--- config.mk ---
export PLATFORM = sky130hd
export DESIGN_NAME = host_bus_interface_unit
export DESIGN_NICKNAME = d
export VERILOG_FILES = /design/src/hw/host_bus_pkg.sv /design/src/hw/host_bus_interface_unit.sv
export SDC_FILE = /design/constraint.sdc
export NUM_CORES = 1
export LEC_CHECK = 0
export BUFFER_PORTS_ARGS = -buffer_cell sky130_fd_sc_hd__buf_4
export CELL_PAD_IN_SITES_DETAIL_PLACEMENT = 0
export CELL_PAD_IN_SITES_GLOBAL_PLACEMENT = 1
export CORE_ASPECT_RATIO = 1.75
export CORE_MARGIN = 8
export CORE_UTILIZATION = 39
export DETAILED_ROUTE_END_ITERATION = 7
export GPL_TIMING_DRIVEN = 0
export HOLD_SLACK_MARGIN = 0.06
export PLACE_DENSITY_LB_ADDON = 0.1
export SLEW_MARGIN = 20
export SYNTH_ARGS = -nofsm -noshare
export SYNTH_HDL_FRONTEND = slang
export SYNTH_SLANG_ARGS = --single-unit
--- constraint.sdc ---
create_clock -name clk -period 4.95 [get_ports clk]
set_input_delay 0.2475 -clock clk [delete_from_list [all_inputs] [get_ports clk]]
set_output_delay 0.2475 -clock clk [all_outputs]
set_load 0.01 [all_outputs]
--- src/hw/host_bus_pkg.sv ---
/*
  shared types and constants of the host bus unit.
  assumes one clock domain; bus pins are already synchronous to it.
*/
package host_bus_pkg;

  // ----------------------------------------------------------------
  // address and lane layout
  // ----------------------------------------------------------------
  localparam int ADDR_HI  = 15;
  localparam int DEC_LO   = 4;
  localparam int BASE_W   = ADDR_HI - DEC_LO + 1;
  localparam int IDX_W    = 3;
  localparam int HALF_BIT = 1;
  localparam int DATA_W   = 32;
  localparam int HALF_W   = 16;
  localparam int LANES    = 4;

  localparam logic [LANES-1:0] BE_ALL_N  = 4'h0;
  localparam logic [LANES-1:0] BE_NONE_N = 4'hF;
  localparam logic [LANES-1:0] BE_ALL    = 4'hF;
  localparam logic [1:0]       BE_HI_N   = 2'h3;
  localparam logic [IDX_W-1:0] DPORT_IDX = 3'h4;

  typedef enum logic [1:0] {
    BUS_W8,
    BUS_W16,
    BUS_W32
  } bus_width_t;

  typedef struct packed {
    logic              wr;
    logic              dport;
    logic [IDX_W-1:0]  idx;
    logic [LANES-1:0]  be;
    logic [DATA_W-1:0] wdata;
  } core_req_t;

endpackage : host_bus_pkg

--- src/hw/host_bus_interface_unit.sv ---
/*
  host bus interface unit: asynchronous strobe cycles, local-bus style
  synchronous cycles and burst cycles onto one internal request port.
  assumes bus pins are synchronous to clk, which also serves as bus clock,
  and that the queue side answers each request with core_ack.
*/
// Operation
// - ready_return_n ends local-bus cycles; in burst it is the system wait request.
// - async_ready goes low while the device needs time in a strobe cycle.
// - address, qualifier and lane enables latch on address strobe rise; transparent low.
// - local_select_n is a combinational match of qualifier and A15..A4 to base.
// - local decode only works while the address qualifier is low.
// - asynchronous transfers carry exactly one data item.
// - read data taken by host at read rise; write data captured at write rise.
// - data port select bypasses decode, forces 32-bit data port access only.
// - async_ready drops at the read strobe leading edge and releases when done; a write strobe only waits while a cycle is busy.
// - static cycle_style_sel: low local-bus style, high burst.
// - local-bus style: no bursts, latched decode, sample direction at cycle strobe.
// - local-bus style: write_read_sel high is write, low is read.
// - device asserts sync_ready_n; host answers ready_return_n after taking data.
// - local-bus read data stays driven until ready_return_n is seen.
// - burst: system stalls with ready_return_n, device with sync_ready_n.
// - 8-bit bus: lane 1 enable is the inverse of lane 0 enable.
// - sixteen locations decoded from A15..A4; byte, word, double word accesses.
// - lane enable patterns select 32-bit, half or single byte lanes.
// - on 8- and 16-bit buses the upper half is word swapped onto the low lanes; bytes never swapped.
// - local-bus style driven by clock, strobes and direction; waits via sync_ready_n.
// - lane enables ignored while data port select is low.
module host_bus_interface_unit
  import host_bus_pkg::*;
(
  input  wire logic                         clk,
  input  wire logic                         arst_n,
  input  wire logic [host_bus_pkg::BASE_W-1:0] base_addr,
  input  wire host_bus_pkg::bus_width_t     bus_width,
  input  wire logic                         cycle_style_sel,
  input  wire logic [host_bus_pkg::ADDR_HI:1] address,
  input  wire logic                         address_qualifier,
  input  wire logic [host_bus_pkg::LANES-1:0] byte_lane_enable_n,
  input  wire logic                         address_strobe_n,
  input  wire logic                         data_port_select_n,
  input  wire logic                         async_read_strobe_n,
  input  wire logic                         async_write_strobe_n,
  input  wire logic                         cycle_strobe_n,
  input  wire logic                         write_read_sel,
  input  wire logic                         ready_return_n,
  input  wire logic [host_bus_pkg::DATA_W-1:0] data_in,
  output logic      [host_bus_pkg::DATA_W-1:0] data_out,
  output logic                              data_oe,
  output logic                              local_select_n,
  output logic                              async_ready,
  output logic                              sync_ready_n,
  output logic                              core_req,
  output host_bus_pkg::core_req_t           core_cmd,
  input  wire logic                         core_ack,
  input  wire logic [host_bus_pkg::DATA_W-1:0] core_rdata
);
  import host_bus_pkg::*;

  typedef enum logic [2:0] {
    ST_IDLE,
    ST_A_RD,
    ST_A_HOLD,
    ST_A_WR,
    ST_S_REQ,
    ST_S_RDY,
    ST_B_REQ,
    ST_B_RDY
  } state_t;

  state_t state;
  core_req_t cur;
  logic [ADDR_HI:1]   addr_hold;
  logic               qual_hold;
  logic [LANES-1:0]   be_hold;
  logic [ADDR_HI:1]   addr_l;
  logic               qual_l;
  logic [LANES-1:0]   be_l;
  logic               hit;
  logic               rd_prev;
  logic               wr_prev;
  logic               wr_rise;
  logic               burst_rd;
  logic               burst_wr;
  logic               burst_act;
  core_req_t          next_cmd;

  // ----------------------------------------------------------------
  // address latch, transparent while the strobe is low
  // ----------------------------------------------------------------
  always_ff @(posedge clk or negedge arst_n) begin
    if (!arst_n) begin
      addr_hold <= '0;
      qual_hold <= 1'b1;
      be_hold   <= BE_NONE_N;
    end else if (!address_strobe_n) begin
      addr_hold <= address;
      qual_hold <= address_qualifier;
      be_hold   <= byte_lane_enable_n;
    end
  end

  assign addr_l = address_strobe_n ? addr_hold : address;
  assign qual_l = address_strobe_n ? qual_hold : address_qualifier;
  assign be_l   = address_strobe_n ? be_hold : byte_lane_enable_n;

  // ----------------------------------------------------------------
  // decode
  // ----------------------------------------------------------------
  // a high qualifier marks memory or dma traffic, never a local decode match (data port select still hits)
  assign local_select_n = !(!qual_l && addr_l[ADDR_HI:DEC_LO] == base_addr);
  assign hit = !data_port_select_n || !local_select_n;

  // ----------------------------------------------------------------
  // lane mapping: word swap for narrow buses, never a byte swap
  // ----------------------------------------------------------------
  always_comb begin
    logic [LANES-1:0] be_n;
    be_n = be_l;
    next_cmd.wr    = 1'b0;
    next_cmd.dport = !data_port_select_n;
    next_cmd.idx   = {1'b0, addr_l[DEC_LO-1:2]};
    next_cmd.wdata = data_in;
    if (bus_width == BUS_W8) begin
      be_n = {BE_HI_N, !be_l[0], be_l[0]};
    end else if (bus_width == BUS_W16) begin
      be_n = {BE_HI_N, be_l[1:0]};
    end
    next_cmd.be = ~be_n;
    if (bus_width != BUS_W32 && addr_l[HALF_BIT]) begin
      next_cmd.be    = {~be_n[1:0], 2'h0};
      next_cmd.wdata = {data_in[HALF_W-1:0], data_in[HALF_W-1:0]};
    end
    if (!data_port_select_n) begin
      next_cmd.be    = BE_ALL;
      next_cmd.idx   = DPORT_IDX;
      next_cmd.wdata = data_in;
    end
  end

  function automatic logic [DATA_W-1:0] lane_out(input logic [DATA_W-1:0] d,
                                                 input logic hi);
    lane_out = d;
    if (hi) begin
      lane_out = {d[DATA_W-1:HALF_W], d[DATA_W-1:HALF_W]};
    end
  endfunction : lane_out

  // ----------------------------------------------------------------
  // strobe sampling
  // ----------------------------------------------------------------
  always_ff @(posedge clk or negedge arst_n) begin
    if (!arst_n) begin
      rd_prev <= 1'b1;
      wr_prev <= 1'b1;
    end else begin
      rd_prev <= async_read_strobe_n;
      wr_prev <= async_write_strobe_n;
    end
  end

  assign wr_rise   = async_write_strobe_n && !wr_prev;
  // burst commands are the system read and write commands, active low
  assign burst_rd  = cycle_style_sel && !write_read_sel;
  assign burst_wr  = cycle_style_sel && !cycle_strobe_n;
  assign burst_act = (burst_rd || burst_wr) && hit;

  // ----------------------------------------------------------------
  // cycle sequencer
  // ----------------------------------------------------------------
  always_ff @(posedge clk or negedge arst_n) begin
    if (!arst_n) begin
      state <= ST_IDLE;
    end else begin
      case (state)
        ST_IDLE: begin
          if (!async_read_strobe_n && rd_prev && hit) begin
            state <= ST_A_RD;
          end else if (wr_rise && hit) begin
            state <= ST_A_WR;
          end else if (!cycle_style_sel && !cycle_strobe_n && hit) begin
            state <= ST_S_REQ;
          end else if (burst_act) begin
            state <= burst_wr ? ST_B_RDY : ST_B_REQ;
          end
        end
        ST_A_RD: begin
          if (core_ack) begin
            state <= ST_A_HOLD;
          end
        end
        ST_A_HOLD: begin
          if (async_read_strobe_n) begin
            state <= ST_IDLE;
          end
        end
        ST_A_WR: begin
          if (core_ack) begin
            state <= ST_IDLE;
          end
        end
        ST_S_REQ: begin
          if (core_ack) begin
            state <= ST_S_RDY;
          end
        end
        ST_S_RDY: begin
          if (!ready_return_n) begin
            state <= ST_IDLE;
          end
        end
        ST_B_REQ: begin
          if (core_ack) begin
            state <= (cur.wr && !burst_act) ? ST_IDLE : ST_B_RDY;
          end
        end
        ST_B_RDY: begin
          if (!burst_act) begin
            state <= ST_IDLE;
          end else if (ready_return_n) begin
            state <= ST_B_REQ;
          end
        end
        default: begin
          state <= ST_IDLE;
        end
      endcase
    end
  end

  // ----------------------------------------------------------------
  // request register: captured when a cycle starts; a burst write beat retakes only the write data
  // ----------------------------------------------------------------
  always_ff @(posedge clk or negedge arst_n) begin
    if (!arst_n) begin
      cur <= '0;
    end else if (state == ST_IDLE) begin
      cur    <= next_cmd;
      // a strobe read must not pick up the idle level of the direction pin
      cur.wr <= async_read_strobe_n
                && (wr_rise || (!cycle_style_sel && write_read_sel) || burst_wr);
    end else if (state == ST_B_RDY && burst_act && ready_return_n && cur.wr) begin
      cur.wdata <= next_cmd.wdata;
    end
  end

  assign core_req = state == ST_A_RD || state == ST_A_WR || state == ST_S_REQ
                    || state == ST_B_REQ;
  assign core_cmd = cur;

  // ----------------------------------------------------------------
  // read data drive
  // ----------------------------------------------------------------
  always_ff @(posedge clk or negedge arst_n) begin
    if (!arst_n) begin
      data_out <= '0;
      data_oe  <= 1'b0;
    end else if (core_req && core_ack && !cur.wr) begin
      data_out <= lane_out(core_rdata, bus_width != BUS_W32 && !cur.dport
                           && cur.be[1:0] == 2'h0);
      data_oe  <= 1'b1;
    end else if (state == ST_A_HOLD && async_read_strobe_n) begin
      data_oe  <= 1'b0;
    end else if (state == ST_S_RDY && !ready_return_n) begin
      data_oe  <= 1'b0;
    end else if (state == ST_B_RDY && (!burst_act || ready_return_n)) begin
      data_oe  <= 1'b0;
    end
  end

  // ----------------------------------------------------------------
  // ready outputs
  // ----------------------------------------------------------------
  // combinational so the wait level is there from the leading edge
  assign async_ready = !((!async_read_strobe_n && hit && state != ST_A_HOLD)
                         || (!async_write_strobe_n && hit && state != ST_IDLE));

  always_ff @(posedge clk or negedge arst_n) begin
    if (!arst_n) begin
      sync_ready_n <= 1'b1;
    end else if ((state == ST_S_REQ || (state == ST_B_REQ && (!cur.wr || burst_act)))
                 && core_ack) begin
      sync_ready_n <= 1'b0;
    end else if (state == ST_IDLE && burst_wr && hit) begin
      sync_ready_n <= 1'b0;
    end else if ((state == ST_S_RDY && !ready_return_n)
                 || (state == ST_B_RDY && (!burst_act || ready_return_n))) begin
      sync_ready_n <= 1'b1;
    end
  end
endmodule : host_bus_interface_unit

# Word-level counts from Yosys, hierarchy flattened
# Cells that the tools add are included.
[op_classes]
n_eq_ne = 19
n_mux = 32
bitwise_logic = 2
n_reduce_logical = 67
[ops]
columns = ["cell", "n"]
rows = [
  ["32-bit 2-to-1 mux", 2],
  ["3-bit 2-to-1 mux", 13],
  ["39-bit 2-to-1 mux", 1],
  ["36-bit 2-to-1 mux", 1],
  ["1-bit logical AND", 32],
  ["3-bit one-hot mux with 8 select lines", 1],
  ["16-bit 2-to-1 mux", 1],
  ["1-bit logical NOT", 15],
  ["15-bit 2-to-1 mux", 1],
  ["2-bit != test (second input constant)", 7],
  ["12-bit equality test", 1],
  ["3-bit equality test (second input constant)", 4],
  ["1-bit logical OR", 12],
  ["4-bit 2-to-1 mux", 3],
  ["1-bit 2-to-1 mux", 9],
  ["8-bit AND reduction", 1],
  ["3-bit by 2-bit equality test with 1-bit output (second input constant)", 2],
  ["3-bit nonzero test", 2],
  ["5-bit != test (second input constant)", 1],
  ["2-bit logical NOT", 2],
  ["4-bit inverter", 1],
  ["4-bit nonzero test", 1],
  ["3-bit by 1-bit equality test with 1-bit output (second input constant)", 1],
  ["3-bit logical NOT", 1],
  ["other kinds (5)", 5],
]
[word_totals]
reg_bits = 100
in_bits = 109
out_inout_bits = 78
wordCells = 134

# Logic depth before layout (Yosys ltp)
# Gate-level depths: netlist (run 1).
[logic_depth]
ltp_word = 12
ltp_mapped = 10
mapped_depth_nobuf = 7

# Worst setup path before layout (run 1)
# Ideal clock, no wire load.
[synth_timing]
path_type = "input to register"
from = "in address_strobe_n"
to = "reg cur (netlist bit core_cmd[10])"
setup_ns = 0.125
t_arrival_ns = 2.136
t_required_ns = 4.825
setup_slack_ns = 2.689
cell_stages = 8
path_buffers = 2
cell_sequence = "buf_6 > mux2_2 > xor2_1 > nor3_1 > a41oi_2 > o21ai_2 > buf_4 > mux2_2"
[synth_via]
elab_chain_len = 9
word_cells_on_any_way = 11
classes_between = "1 x eq/ne; 2 x mux; 8 x reduce/logical"
[synth_rtl]
columns = ["item", "line_no", "rtl"]
rows = [
  ["start, declared", "host_bus_interface_unit.sv:40", "input wire logic address_strobe_n,"],
  ["15-bit 2-to-1 mux", "host_bus_interface_unit.sv:103", "assign addr_l = address_strobe_n ? addr_hold : address;"],
  ["named net addr_l, one bit", "host_bus_interface_unit.sv:76", "logic [ADDR_HI:1] addr_l;"],
  ["12-bit equality test", "host_bus_interface_unit.sv:111", "assign local_select_n = !(!qual_l && addr_l[ADDR_HI:DEC_LO] == base_addr);"],
  ["1-bit logical AND", "host_bus_interface_unit.sv:111", ""],
  ["1-bit logical OR", "host_bus_interface_unit.sv:112", "assign hit = !data_port_select_n || !local_select_n;"],
  ["1-bit logical AND", "host_bus_interface_unit.sv:166", "assign burst_act = (burst_rd || burst_wr) && hit;"],
  ["1-bit logical AND (3 in a row)", "host_bus_interface_unit.sv:242", "end else if (state == ST_B_RDY && burst_act && ready_return_n && cur.wr) begin"],
  ["2-bit nonzero test (no line)", "-", ""],
  ["end signal, assigned", "host_bus_interface_unit.sv:238", "cur <= next_cmd;"],
  ["end, declared", "host_bus_interface_unit.sv:72", "core_req_t cur;"],
]
# The timed path passes the listed nets, and every way through them passes these cells.
# A chain may end at the register's enable or synchronous reset.

# Worst setup path after layout (run 1)
[layout_timing]
from = "reg addr_hold[12] (netlist bit)"
to = "reg cur (netlist bit core_cmd[9])"
[layout_via]
elab_chain_len = 9
[layout_rtl]
columns = ["item", "line_no", "rtl"]
rows = [
  ["start, declared", "host_bus_interface_unit.sv:73", "logic [ADDR_HI:1] addr_hold;"],
  ["start signal, assigned", "host_bus_interface_unit.sv:97", "addr_hold <= address;"],
  ["15-bit 2-to-1 mux", "host_bus_interface_unit.sv:103", ""],
  ["named net addr_l, one bit", "host_bus_interface_unit.sv:76", ""],
  ["12-bit equality test", "host_bus_interface_unit.sv:111", ""],
  ["1-bit logical AND", "host_bus_interface_unit.sv:111", ""],
  ["1-bit logical OR", "host_bus_interface_unit.sv:112", ""],
  ["1-bit logical AND", "host_bus_interface_unit.sv:166", ""],
  ["1-bit logical AND (3 in a row)", "host_bus_interface_unit.sv:242", ""],
  ["2-bit nonzero test (no line)", "-", ""],
]
# The timed path passes the listed nets, and every way through them passes these cells.

==> impl_metrics.py, run 1 <==
metrics = {
    "clocking": {
        "path_clk_slew_ps": 70,
        "postCtsSetupRepairBufs": 0,
        "clock_latency_ps": 340,
        "cts_buffers": 9,
        "clockBufferDepth": 2,
        "root_buffer": "clkbuf_16",
        "cts_tree": "yes",
        "cts_resized": 0,
        "cts_num_sinks": 99,
        "htreeDepth": 3,
    },
    "synth": {
        "synth_area_leaders": "dfrtp_1 50%, mux2_2 12%, mux2i_1 7.2%",
        "yosysTopAreaCell": "dfrtp_1",
        "synth_edf_count": 0,
        "postSynthNetCount": 503,
        "synth_seq_cells": 99,
        "synth.distinct_cells": 46,
        "ys_seq_area_frac": 0.5442,
        "yosys_warnings": 0,
        "async_flop_share": 1.000,
        "avgSynthCellArea_sq_um": 11.60,
        "synth_cells": 394,
        "synth_ff_type": "dfrtp_1",
        "yosysTopAreaCellShare": 0.4982,
        "mappedNetlistArea_sq_um": 4571,
    },
    "power_and_ir_drop": {
        "ir_worst_vdd_uv": 287.0,
        "p_per_area_nw_per_um2": 561.3,
        "p_leak_nw": 3.157,
        "p_total_mw": 3.610,
    },
    "drt": {
        "drt_iter0_markers": 83,
        "drt-vias-per-instance": 5.072,
        "vias": 3718,
        "routedWlPerCell_um": 18.07,
        "dr.pass1.iters": 4,
        "totalWireLength_um": 13240,
        "drc": 0,
        "drtAntennaViolNets": 0,
    },
    "finish": {
        "drive_gt1_frac": 0.4666,
        "fin_nets": 702,
        "areaGrowthSynthToFinish_pct": 40.73,
        "antenna_cells": 0,
    },
    "sta": {
        "slew_violations": 0,
        "fmax_mhz": 393.8,
        "maxSlewHeadroom": 0.3972,
        "rsz0062_at_grt": "false",
        "hold_violations": 0,
        "setup_viol": 0,
        "skew_ps": 8.565,
        "fin_setup_tns_ps": 0,
        "tightest_slew_ps": 904.1,
        "finalCriticalPeriod_ps": 2539,
        "period_share": 0.5130,
    },
    "job": {
        "drv_cap": 0,
    },
    "floorplan": {
        "coreArea_sq_um": 11520,
        "die_x_um": 97.84,
        "ios": 187,
        "die_h_um": 159.2,
        "initial_utilization": 0.3969,
        "fp-row-count": 52,
        "die-area_sq_um": 15580,
    },
    "hold_path": {
        "holdCritPathClass": "input port to flip-flop",
        "hold_start": "data_in[0]",
    },
    "grt": {
        "grt_pass1_wl_um": 21420,
        "grt_pass1_vias": 4060,
        "track_usage": 0.1737,
        "grt_overflow": 0,
        "grt_max_degree": 100,
        "antenna_found_initial": 0,
    },
    "placement": {
        "io_buffers": 185,
        "hpwl_um": 10320,
        "finalWeightedCongestion": 0.8462,
    },
    "setup_path": {
        "critPathMaxFanout": 10,
        "r2r_setup_slack_ps": 2410,
        "start_kind": "flip-flop",
        "worstPathRequired_ps": 5180,
        "startpoint": "addr_hold[12]",
        "worstReg2RegStart": "addr_hold[12]",
        "critPathArrivalTime_ps": 2770,
        "worstSetupPathType": "flip-flop to flip-flop",
        "end_kind": "flip-flop",
    },
    "outcome": {
        "outcome": "completed",
    },
}
==> where the power goes <==
group	switching (mW)	total (mW)	internal (mW)
Sequential	0.182	1.33	1.15
Clock	0.307	0.652	0.344
Combinational	0.801	1.63	0.830
==> layout make-up <==
class	count	area, sq um
inverter	6	22.52
buffer	22	123.9
clock buffer	11	232.7
multi-input combinational	267	1937
timing repair buffer	188	1423
sequential	99	2487
fill	1065	5084
clock inverter	5	37.54
tap	135	168.9
==> sequential cells by signal (all words and copies together) (netlist names) <==
| name | cells |
|---|---|
| wr_prev | 1 |
| be_hold | 4 |
| data_oe | 1 |
| qual_hold | 1 |
| sync_ready_n | 1 |
| addr_hold | 15 |
| rd_prev | 1 |
| state | 3 |
| core_cmd | 40 |
| data_out | 32 |
==> through the flow <==
| step | worst slack, ps | util | cell area, sq um | instances | hold WS [ps] |
|---|---|---|---|---|---|
| 3_5_place_dp | 2175 | 0.5325 | 6132 | 714 | 379.3 |
| 5_1_grt | 2158 | 0.5586 | 6432 | 733 | 130.4 |
| 4_1_cts | 2315 | 0.5586 | 6432 | 733 | 125.4 |
| 3_3_place_gp | 2216 | 0.5322 | 6128 | 714 | 376.3 |
| 6_report | 2411 | 0.5586 | 6432 | 733 | 139.0 |
| 2_1_floorplan | 2689 | - | 4571 | 394 | -48.09 |
==> worst paths after layout <==
check / depth (start not counted) / endpoint
min in group asynchronous: 2 / addr_hold[8]
worst min-delay path: 2 / core_cmd[0]
worst min register to register: 2 / core_cmd[36]
worst max-delay path: 7 / core_cmd[9]
max in group asynchronous: 2 / core_cmd[30]
worst max register to register: 7 / core_cmd[9]
==> cells by family after synthesis <==
logic type,count (synthesis),share of synthesized area
flip-flops,99,0.5442
AND/OR/NAND/NOR,97,0.09883
multiplexers,84,0.1996
AO/OA/AOI/OAI,72,0.09855
buffers and inverters,28,0.03203
XOR/XNOR,14,0.02683
==> layer usage <==
| metal | track usage | vias to the layer above | routed length [um] | share of wire |
|---|---|---|---|---|
| met5 | 0 | - | 0 | 0 |
| met4 | 0.04711 | 0 | 140 | 0.011 |
| met3 | 0.07662 | 10 | 1161 | 0.088 |
| met2 | 0.3150 | 117 | 7239 | 0.55 |
| met1 | 0.1738 | 1808 | 4702 | 0.36 |
| li1 | - | 1783 | - | - |
==> cell usage in the layout, fill, tap and decap left out, types with 3 or more instances in the layout <==
cell | netlist | final
a21oi_1 | 24 | 24
inv_1 | 6 | 6
a31oi_1 | 3 | 3
o21ai_0 | 22 | 22
nand2_1 | 36 | 36
nand2b_1 | 5 | 5
mux2_2 | 49 | 49
nand3_1 | 10 | 10
nor2_1 | 27 | 27
buf_6 | 4 | 5
dfrtp_1 | 91 | 91
xor2_1 | 14 | 14
dfstp_2 | 8 | 8
nor3_1 | 5 | 5
clkbuf_16 | 0 | 9
a21oi_2 | 4 | 4
mux2i_1 | 33 | 33
o22ai_1 | 3 | 3
clkbuf_1 | 11 | 13
dlygate4sd3_1 | 0 | 3
buf_2 | 3 | 3
buf_4 | 2 | 186
==> Yosys cell counts (2+ instances only) <==
master	number
a2111o_1	2
a21oi_1	24
a21oi_2	4
a31oi_1	3
buf_1	2
buf_2	3
buf_4	2
buf_6	4
clkbuf_1	11
dfrtp_1	91
dfstp_2	8
inv_1	6
mux2_2	49
mux2_4	2
mux2i_1	33
nand2_1	36
nand2b_1	5
nand3_1	10
nand4_1	2
nor2_1	27
nor2b_1	2
nor3_1	5
nor4_2	2
o211ai_1	2
o21a_1	2
o21ai_0	22
o22ai_1	3
xor2_1	14
==> critical path, cell delays in order, from the launching register on <==
cell	delay [ps]
dfrtp_1	360
mux2_2	280
xor2_1	150
nor4_2	480
a41oi_2	300
o21ai_2	280
buf_4	230
mux2_2	350
==> repair_timing <==
item | CTS | global route
hold buffers | 3 | 0
hold endpoints to repair | 25 | 0
endpoints found under the setup margin | 0 | 0
Note: power is estimated with default switching activity, not from simulation.
==> run 2: changes to the inputs <==
Settings changed: CORE_UTILIZATION 39 to 37.
Clock period 4.95 ns to 2.5 ns, I/O delays scaled along.
==> run 2 against run 1 <==
Compared with the run above: wire length increased by 4.9%; power increased by 110%; first-iteration DRC count increased by 3.6%; clock skew decreased by 0.71 ps; largest cell class unchanged.
==> impl_metrics.py, run 2 (synthesized netlist as in run 1, its figures left out) <==
metrics = {
    "power_and_ir_drop": {
        "internal-power_mw": 4.862,
        "power_frac_seq": 0.352,
        "p_sw_mw": 2.609,
        "pwr-share-clk": 0.199,
        "switching_share": 0.3492,
        "combinationalPowerShare": 0.449,
        "p_leak_nw": 3.409,
        "ir_worst_vdd_uv": 753.2,
        "p_total_mw": 7.471,
        "p_per_area_nw_per_um2": 1054,
    },
    "clocking": {
        "root_buffer": "clkbuf_16",
        "cts_num_sinks": 99,
        "clock_latency_ps": 340,
        "cts_buffers": 9,
        "clockBufferDepth": 2,
        "path_clk_slew_ps": 70,
        "cts_tree": "yes",
        "htreeDepth": 3,
    },
    "grt": {
        "grt_pass1_vias": 4294,
        "grt_max_degree": 100,
        "track_usage": 0.1713,
        "grt_pass1_wl_um": 21820,
        "antenna_found_initial": 0,
        "grt_overflow": 0,
    },
    "sta": {
        "setup_viol": 0,
        "tightest_slew_ps": 913.8,
        "fin_ws_ps": 97.78,
        "fmax_mhz": 416.3,
        "maxSlewHeadroom": 0.3908,
        "finalCriticalPeriod_ps": 2402,
        "skew_ps": 7.853,
        "period_share": 0.9609,
        "slew_violations": 0,
        "hold_violations": 0,
        "rsz0062_at_grt": "false",
    },
    "finish": {
        "antenna_cells": 0,
        "layout_common_cells": "186 x buf_4, 91 x dfrtp_1, 54 x dlygate4sd3_1",
        "layout_commonest_cell": "buf_4",
        "drive_gt1_frac": 0.4345,
        "fin_nets": 754,
        "nFillCells": 1082,
        "areaGrowthSynthToFinish_pct": 55.11,
        "largest_register_ff_count": 40,
    },
    "drt": {
        "drtAntennaViolNets": 0,
        "totalWireLength_um": 13890,
        "drc": 0,
        "drt-vias-per-instance": 4.805,
        "vias": 3911,
        "drt_iter0_markers": 86,
        "dr.pass1.iters": 4,
        "routedWlPerCell_um": 17.07,
    },
    "setup_path": {
        "timing.critical_path.mode_cell": "buf_4",
        "worstPathRequired_ps": 2750,
        "worstSetupPathType": "input port to flip-flop",
        "critPathMaxFanout": 6,
        "start_kind": "input port",
        "crit_chain": "dlygate4sd3_1, buf_4, mux2_2, xor2_1, nor4_4, buf_4, a41o_4, a21oi_1, a2111o_1, o21ai_1",
        "cp_slowest_cell": "dlygate4sd3_1",
        "startpoint": "address[12]",
        "crit_path_max_incr_delay_ps": 540,
        "worst-path-buf-inv": 3,
        "worstReg2RegStart": "addr_hold[8]",
        "end_kind": "flip-flop",
        "critPathArrivalTime_ps": 2660,
        "critPathTopFamily": "compound AO/OA/AOI/OAI gates",
    },
    "floorplan": {
        "initial_utilization": 0.3787,
        "die_h_um": 163.0,
        "coreArea_sq_um": 12070,
        "die-area_sq_um": 16310,
        "fp-row-count": 53,
        "die_x_um": 100.0,
        "ios": 187,
    },
    "placement": {
        "finalWeightedCongestion": 0.8322,
        "hpwl_um": 10650,
        "dp_slack_ps": -165.0,
        "io_buffers": 185,
    },
    "hold_path": {
        "hold_start": "core_rdata[3]",
        "holdCritPathClass": "input port to flip-flop",
    },
    "outcome": {
        "outcome": "completed",
    },
    "job": {
        "drv_cap": 0,
    },
}
-- run 2: final timing paths --
| path | to | slack, ps | cells past startpoint |
|---|---|---|---|
| max | state[0] | 100 | 10 |
| min | data_out[3] | 70 | 3 |
| max reg2reg | state[0] | 130 | 8 |
| min reg2reg | data_out[5] | 480 | 2 |
| max in group asynchronous | addr_hold[9] | 1400 | 2 |
| min in group asynchronous | addr_hold[8] | 460 | 2 |
-- run 2: power groups by stage --
stage	registers (mW)	clock network (mW)	logic (mW)
after floorplan	2.88	0	1.44
final	2.63	1.49	3.35
after CTS	2.64	1.53	3.41
after detailed placement	2.66	0	3.33
after global placement	2.62	0	3.28
after global routing	2.71	1.59	3.65
-- run 2: final cells by class --
| class | count | area, sq um | share of cell area |
|---|---|---|---|
| plain buffers | 22 | 127.6 | 0.01800 |
| clock buffers | 10 | 229.0 | 0.03230 |
| clock inverters | 5 | 87.58 | 0.01235 |
| inverters | 6 | 22.52 | 0.003177 |
| multi-input cells | 267 | 1988 | 0.2804 |
| flip-flops and latches | 99 | 2487 | 0.3509 |
| well taps | 165 | 206.4 | 0.02912 |
| repair buffers | 240 | 1941 | 0.2737 |
-- run 2: worst register-to-register path: stages (launching register included) --
cell	delay [ps]
dfrtp_1	360
mux2_2	270
xor2_1	170
nor4_4	400
buf_4	180
a41o_4	240
a21oi_1	90
a2111o_1	420
o21ai_1	150
-- run 2: per-stage QoR --
step,hold slack [ps],instances,util,setup TNS (ps),instance area (sq um)
final,69.39,814,0.5874,0,7089
after global routing,67.28,814,0.5874,0,7089
after CTS,64.19,814,0.5843,0,7052
after detailed placement,253.9,744,0.5112,-2504,6170
after global placement,253.3,744,0.5109,-1233,6166
after floorplan,-170.6,394,-,0,4571
-- run 2: what timing repair did --
item	4_1_cts	5_1_grt
buffers inserted	1	0
endpoints found under the setup margin	26	26
pin swaps	1	3
resized for setup	2	5
gates cloned	0	0
endpoints found under the hold margin	144	0
hold buffers	54	0
-- run 2: metal layers --
metal,global-route usage,wire length (um),vias to the layer above
met1,0.1680,4982,1855
met4,0.07958,365,0
met3,0.06053,1074,29
met5,0,0,-
met2,0.3112,7471,147
li1,-,-,1880
==> run 3: changes to the inputs <==
Settings changed: CORE_UTILIZATION 37 to 33.
Clock period 2.5 ns to 2.2 ns, I/O delays scaled along.
==> run 3 against run 2 <==
Compared with the run above: the run now ends with negative setup slack left; first-iteration DRC count shrank 26%; final cell count grew 4.1%; worst hold slack gained 0.70 ps; wire length grew 6.1%; critical path depth shrank 3; critical path type is now flip-flop to flip-flop.
==> impl_metrics.py, run 3 (synthesized netlist as in run 1, its figures left out) <==
metrics = {
    "sta": {
        "skew_ps": 13.30,
        "slew_violations": 0,
        "period_share": 1.033,
        "tightest_slew_ps": 936.6,
        "fin_ws_ps": -73.60,
        "fmax_mhz": 439.8,
        "maxSlewHeadroom": 0.3756,
        "setup_viol": 21,
        "finalCriticalPeriod_ps": 2274,
        "rsz0062_at_grt": "true",
        "hold_violations": 0,
    },
    "hold_path": {
        "holdCritPathClass": "input port to flip-flop",
    },
    "placement": {
        "hpwl_um": 10760,
        "io_buffers": 185,
        "finalWeightedCongestion": 0.7842,
        "placed_area_sq_um": 6185,
    },
    "setup_path": {
        "end_kind": "flip-flop",
        "critPathArrivalTime_ps": 2500,
        "critPathMaxFanout": 5,
        "start_kind": "flip-flop",
        "worstSetupPathType": "flip-flop to flip-flop",
        "worstPathRequired_ps": 2430,
    },
    "floorplan": {
        "ios": 187,
        "die_h_um": 171.7,
        "fp-row-count": 57,
        "coreArea_sq_um": 13690,
        "die_x_um": 105.0,
        "initial_utilization": 0.3338,
        "die-area_sq_um": 18020,
    },
    "finish": {
        "areaGrowthSynthToFinish_pct": 62.55,
        "layout_common_cells": "194 x buf_4, 91 x dfrtp_1, 62 x dlygate4sd3_1",
        "nFillCells": 1270,
        "largest_register_ff_count": 40,
        "final_area_sq_um": 7430,
        "antenna_cells": 0,
        "drive_gt1_frac": 0.4627,
        "layout_commonest_cell": "buf_4",
        "fin_nets": 774,
        "final_util": 0.5426,
    },
    "power_and_ir_drop": {
        "switching_share": 0.3572,
        "p_leak_nw": 3.588,
        "p_sw_mw": 3.108,
        "ir_worst_vdd_uv": 537.3,
        "combinationalPowerShare": 0.479,
        "pwr-share-clk": 0.177,
        "p_per_area_nw_per_um2": 1171,
        "power_frac_seq": 0.344,
        "internal-power_mw": 5.592,
    },
    "grt": {
        "grt_pass1_vias": 4481,
        "grt_pass1_wl_um": 23120,
        "grt_max_degree": 100,
        "grt_overflow": 0,
        "antenna_found_initial": 0,
        "track_usage": 0.1614,
    },
    "drt": {
        "routedWlPerCell_um": 17.40,
        "totalWireLength_um": 14740,
        "vias": 4030,
        "dr.pass1.iters": 6,
        "drc": 0,
        "drtAntennaViolNets": 0,
        "drt_iter0_markers": 64,
        "drt-vias-per-instance": 4.758,
    },
    "clocking": {
        "root_buffer": "clkbuf_16",
        "clockBufferDepth": 2,
        "cts_buffers": 9,
        "cts_tree": "yes",
        "cts_num_sinks": 99,
        "clock_latency_ps": 350,
        "path_clk_slew_ps": 70,
        "htreeDepth": 3,
    },
    "job": {
        "drv_cap": 0,
    },
    "outcome": {
        "violations": "negative setup slack",
        "outcome": "finished with violations",
    },
}
run 3: changes by cell type in the layout (fill, tap and decap cells not counted), sizes merged:
| cell | previous run | this run |
|---|---|---|
| inv | 7 | 9 |
| dlygate4sd3 | 54 | 62 |
| bufinv | 2 | 0 |
| clkbuf | 21 | 23 |
| buf | 197 | 208 |
run 3: worst max-delay path, stage by stage, from the launching register on:
cell and delay [ps]:
dfrtp_1 370, mux2_4 290, xor2_4 170, nor4_4 330
a41oi_2 210, o21ai_4 290, buf_6 190, mux2_4 300
run 3: final cells by class:
class	count	area, sq um	area share
buffer	22	143.9	0.01937
clock buffer	11	242.7	0.03267
sequential	99	2487	0.3348
multi-input combinational	267	2141	0.2881
inverter	6	22.52	0.003031
timing repair buffer	260	2126	0.2861
clock inverter	5	45.04	0.006063
tap	177	221.5	0.02981
run 3: timing repair:
| item | CTS | global route |
|---|---|---|
| cloned | 2 | 0 |
| hold endpoints to repair | 153 | 0 |
| buffers inserted | 6 | 5 |
| hold buffers | 62 | 0 |
| resized for setup | 30 | 30 |
| pin swaps | 6 | 10 |
| setup endpoints to repair | 35 | 47 |
run 3: power groups by stage:
stage          combinational, mW  sequential (mW)  clock, mW
5_1_grt                     4.55             3.10       1.65
2_1_floorplan               1.63             3.27          0
3_3_place_gp                3.73             2.98          0
6_report                    4.16             3.00       1.54
3_5_place_dp                3.77             3.02          0
4_1_cts                     4.09             3.00       1.59
run 3: path summary, 6_finish.rpt:
check | start | end | slack (ps) | cells after the start
worst max-delay path | addr_hold[12] | core_cmd[7] | -70 | 7
worst min-delay path | core_rdata[13] | data_out[13] | 70 | 3
worst max register to register | addr_hold[12] | core_cmd[7] | -70 | 7
worst min register to register | data_out[11] | data_out[11] | 480 | 2
max in group asynchronous | arst_n | core_cmd[30] | 1130 | 2
min in group asynchronous | arst_n | addr_hold[4] | 410 | 2
run 3: through the flow:
step	setup slack, ps	total power [mW]	hold WS [ps]	TNS [ps]	instances
2_1_floorplan	11.10	4.908	-185.6	0	394
3_3_place_gp	-421.2	6.705	245.2	-11310	756
3_5_place_dp	-466.7	6.787	250.1	-12680	756
4_1_cts	-90.38	8.669	63.06	-1645	842
5_1_grt	-163.1	9.295	71.42	-4528	847
6_report	-73.60	8.699	70.09	-965.2	847
run 3: per-layer routing:
layer,GRT usage,vias to the layer above,share of wire
met1,0.1631,1954,0.37
met2,0.2988,133,0.54
met3,0.05364,23,0.070
met5,0,-,0
li1,-,1920,-
met4,0.06117,0,0.024
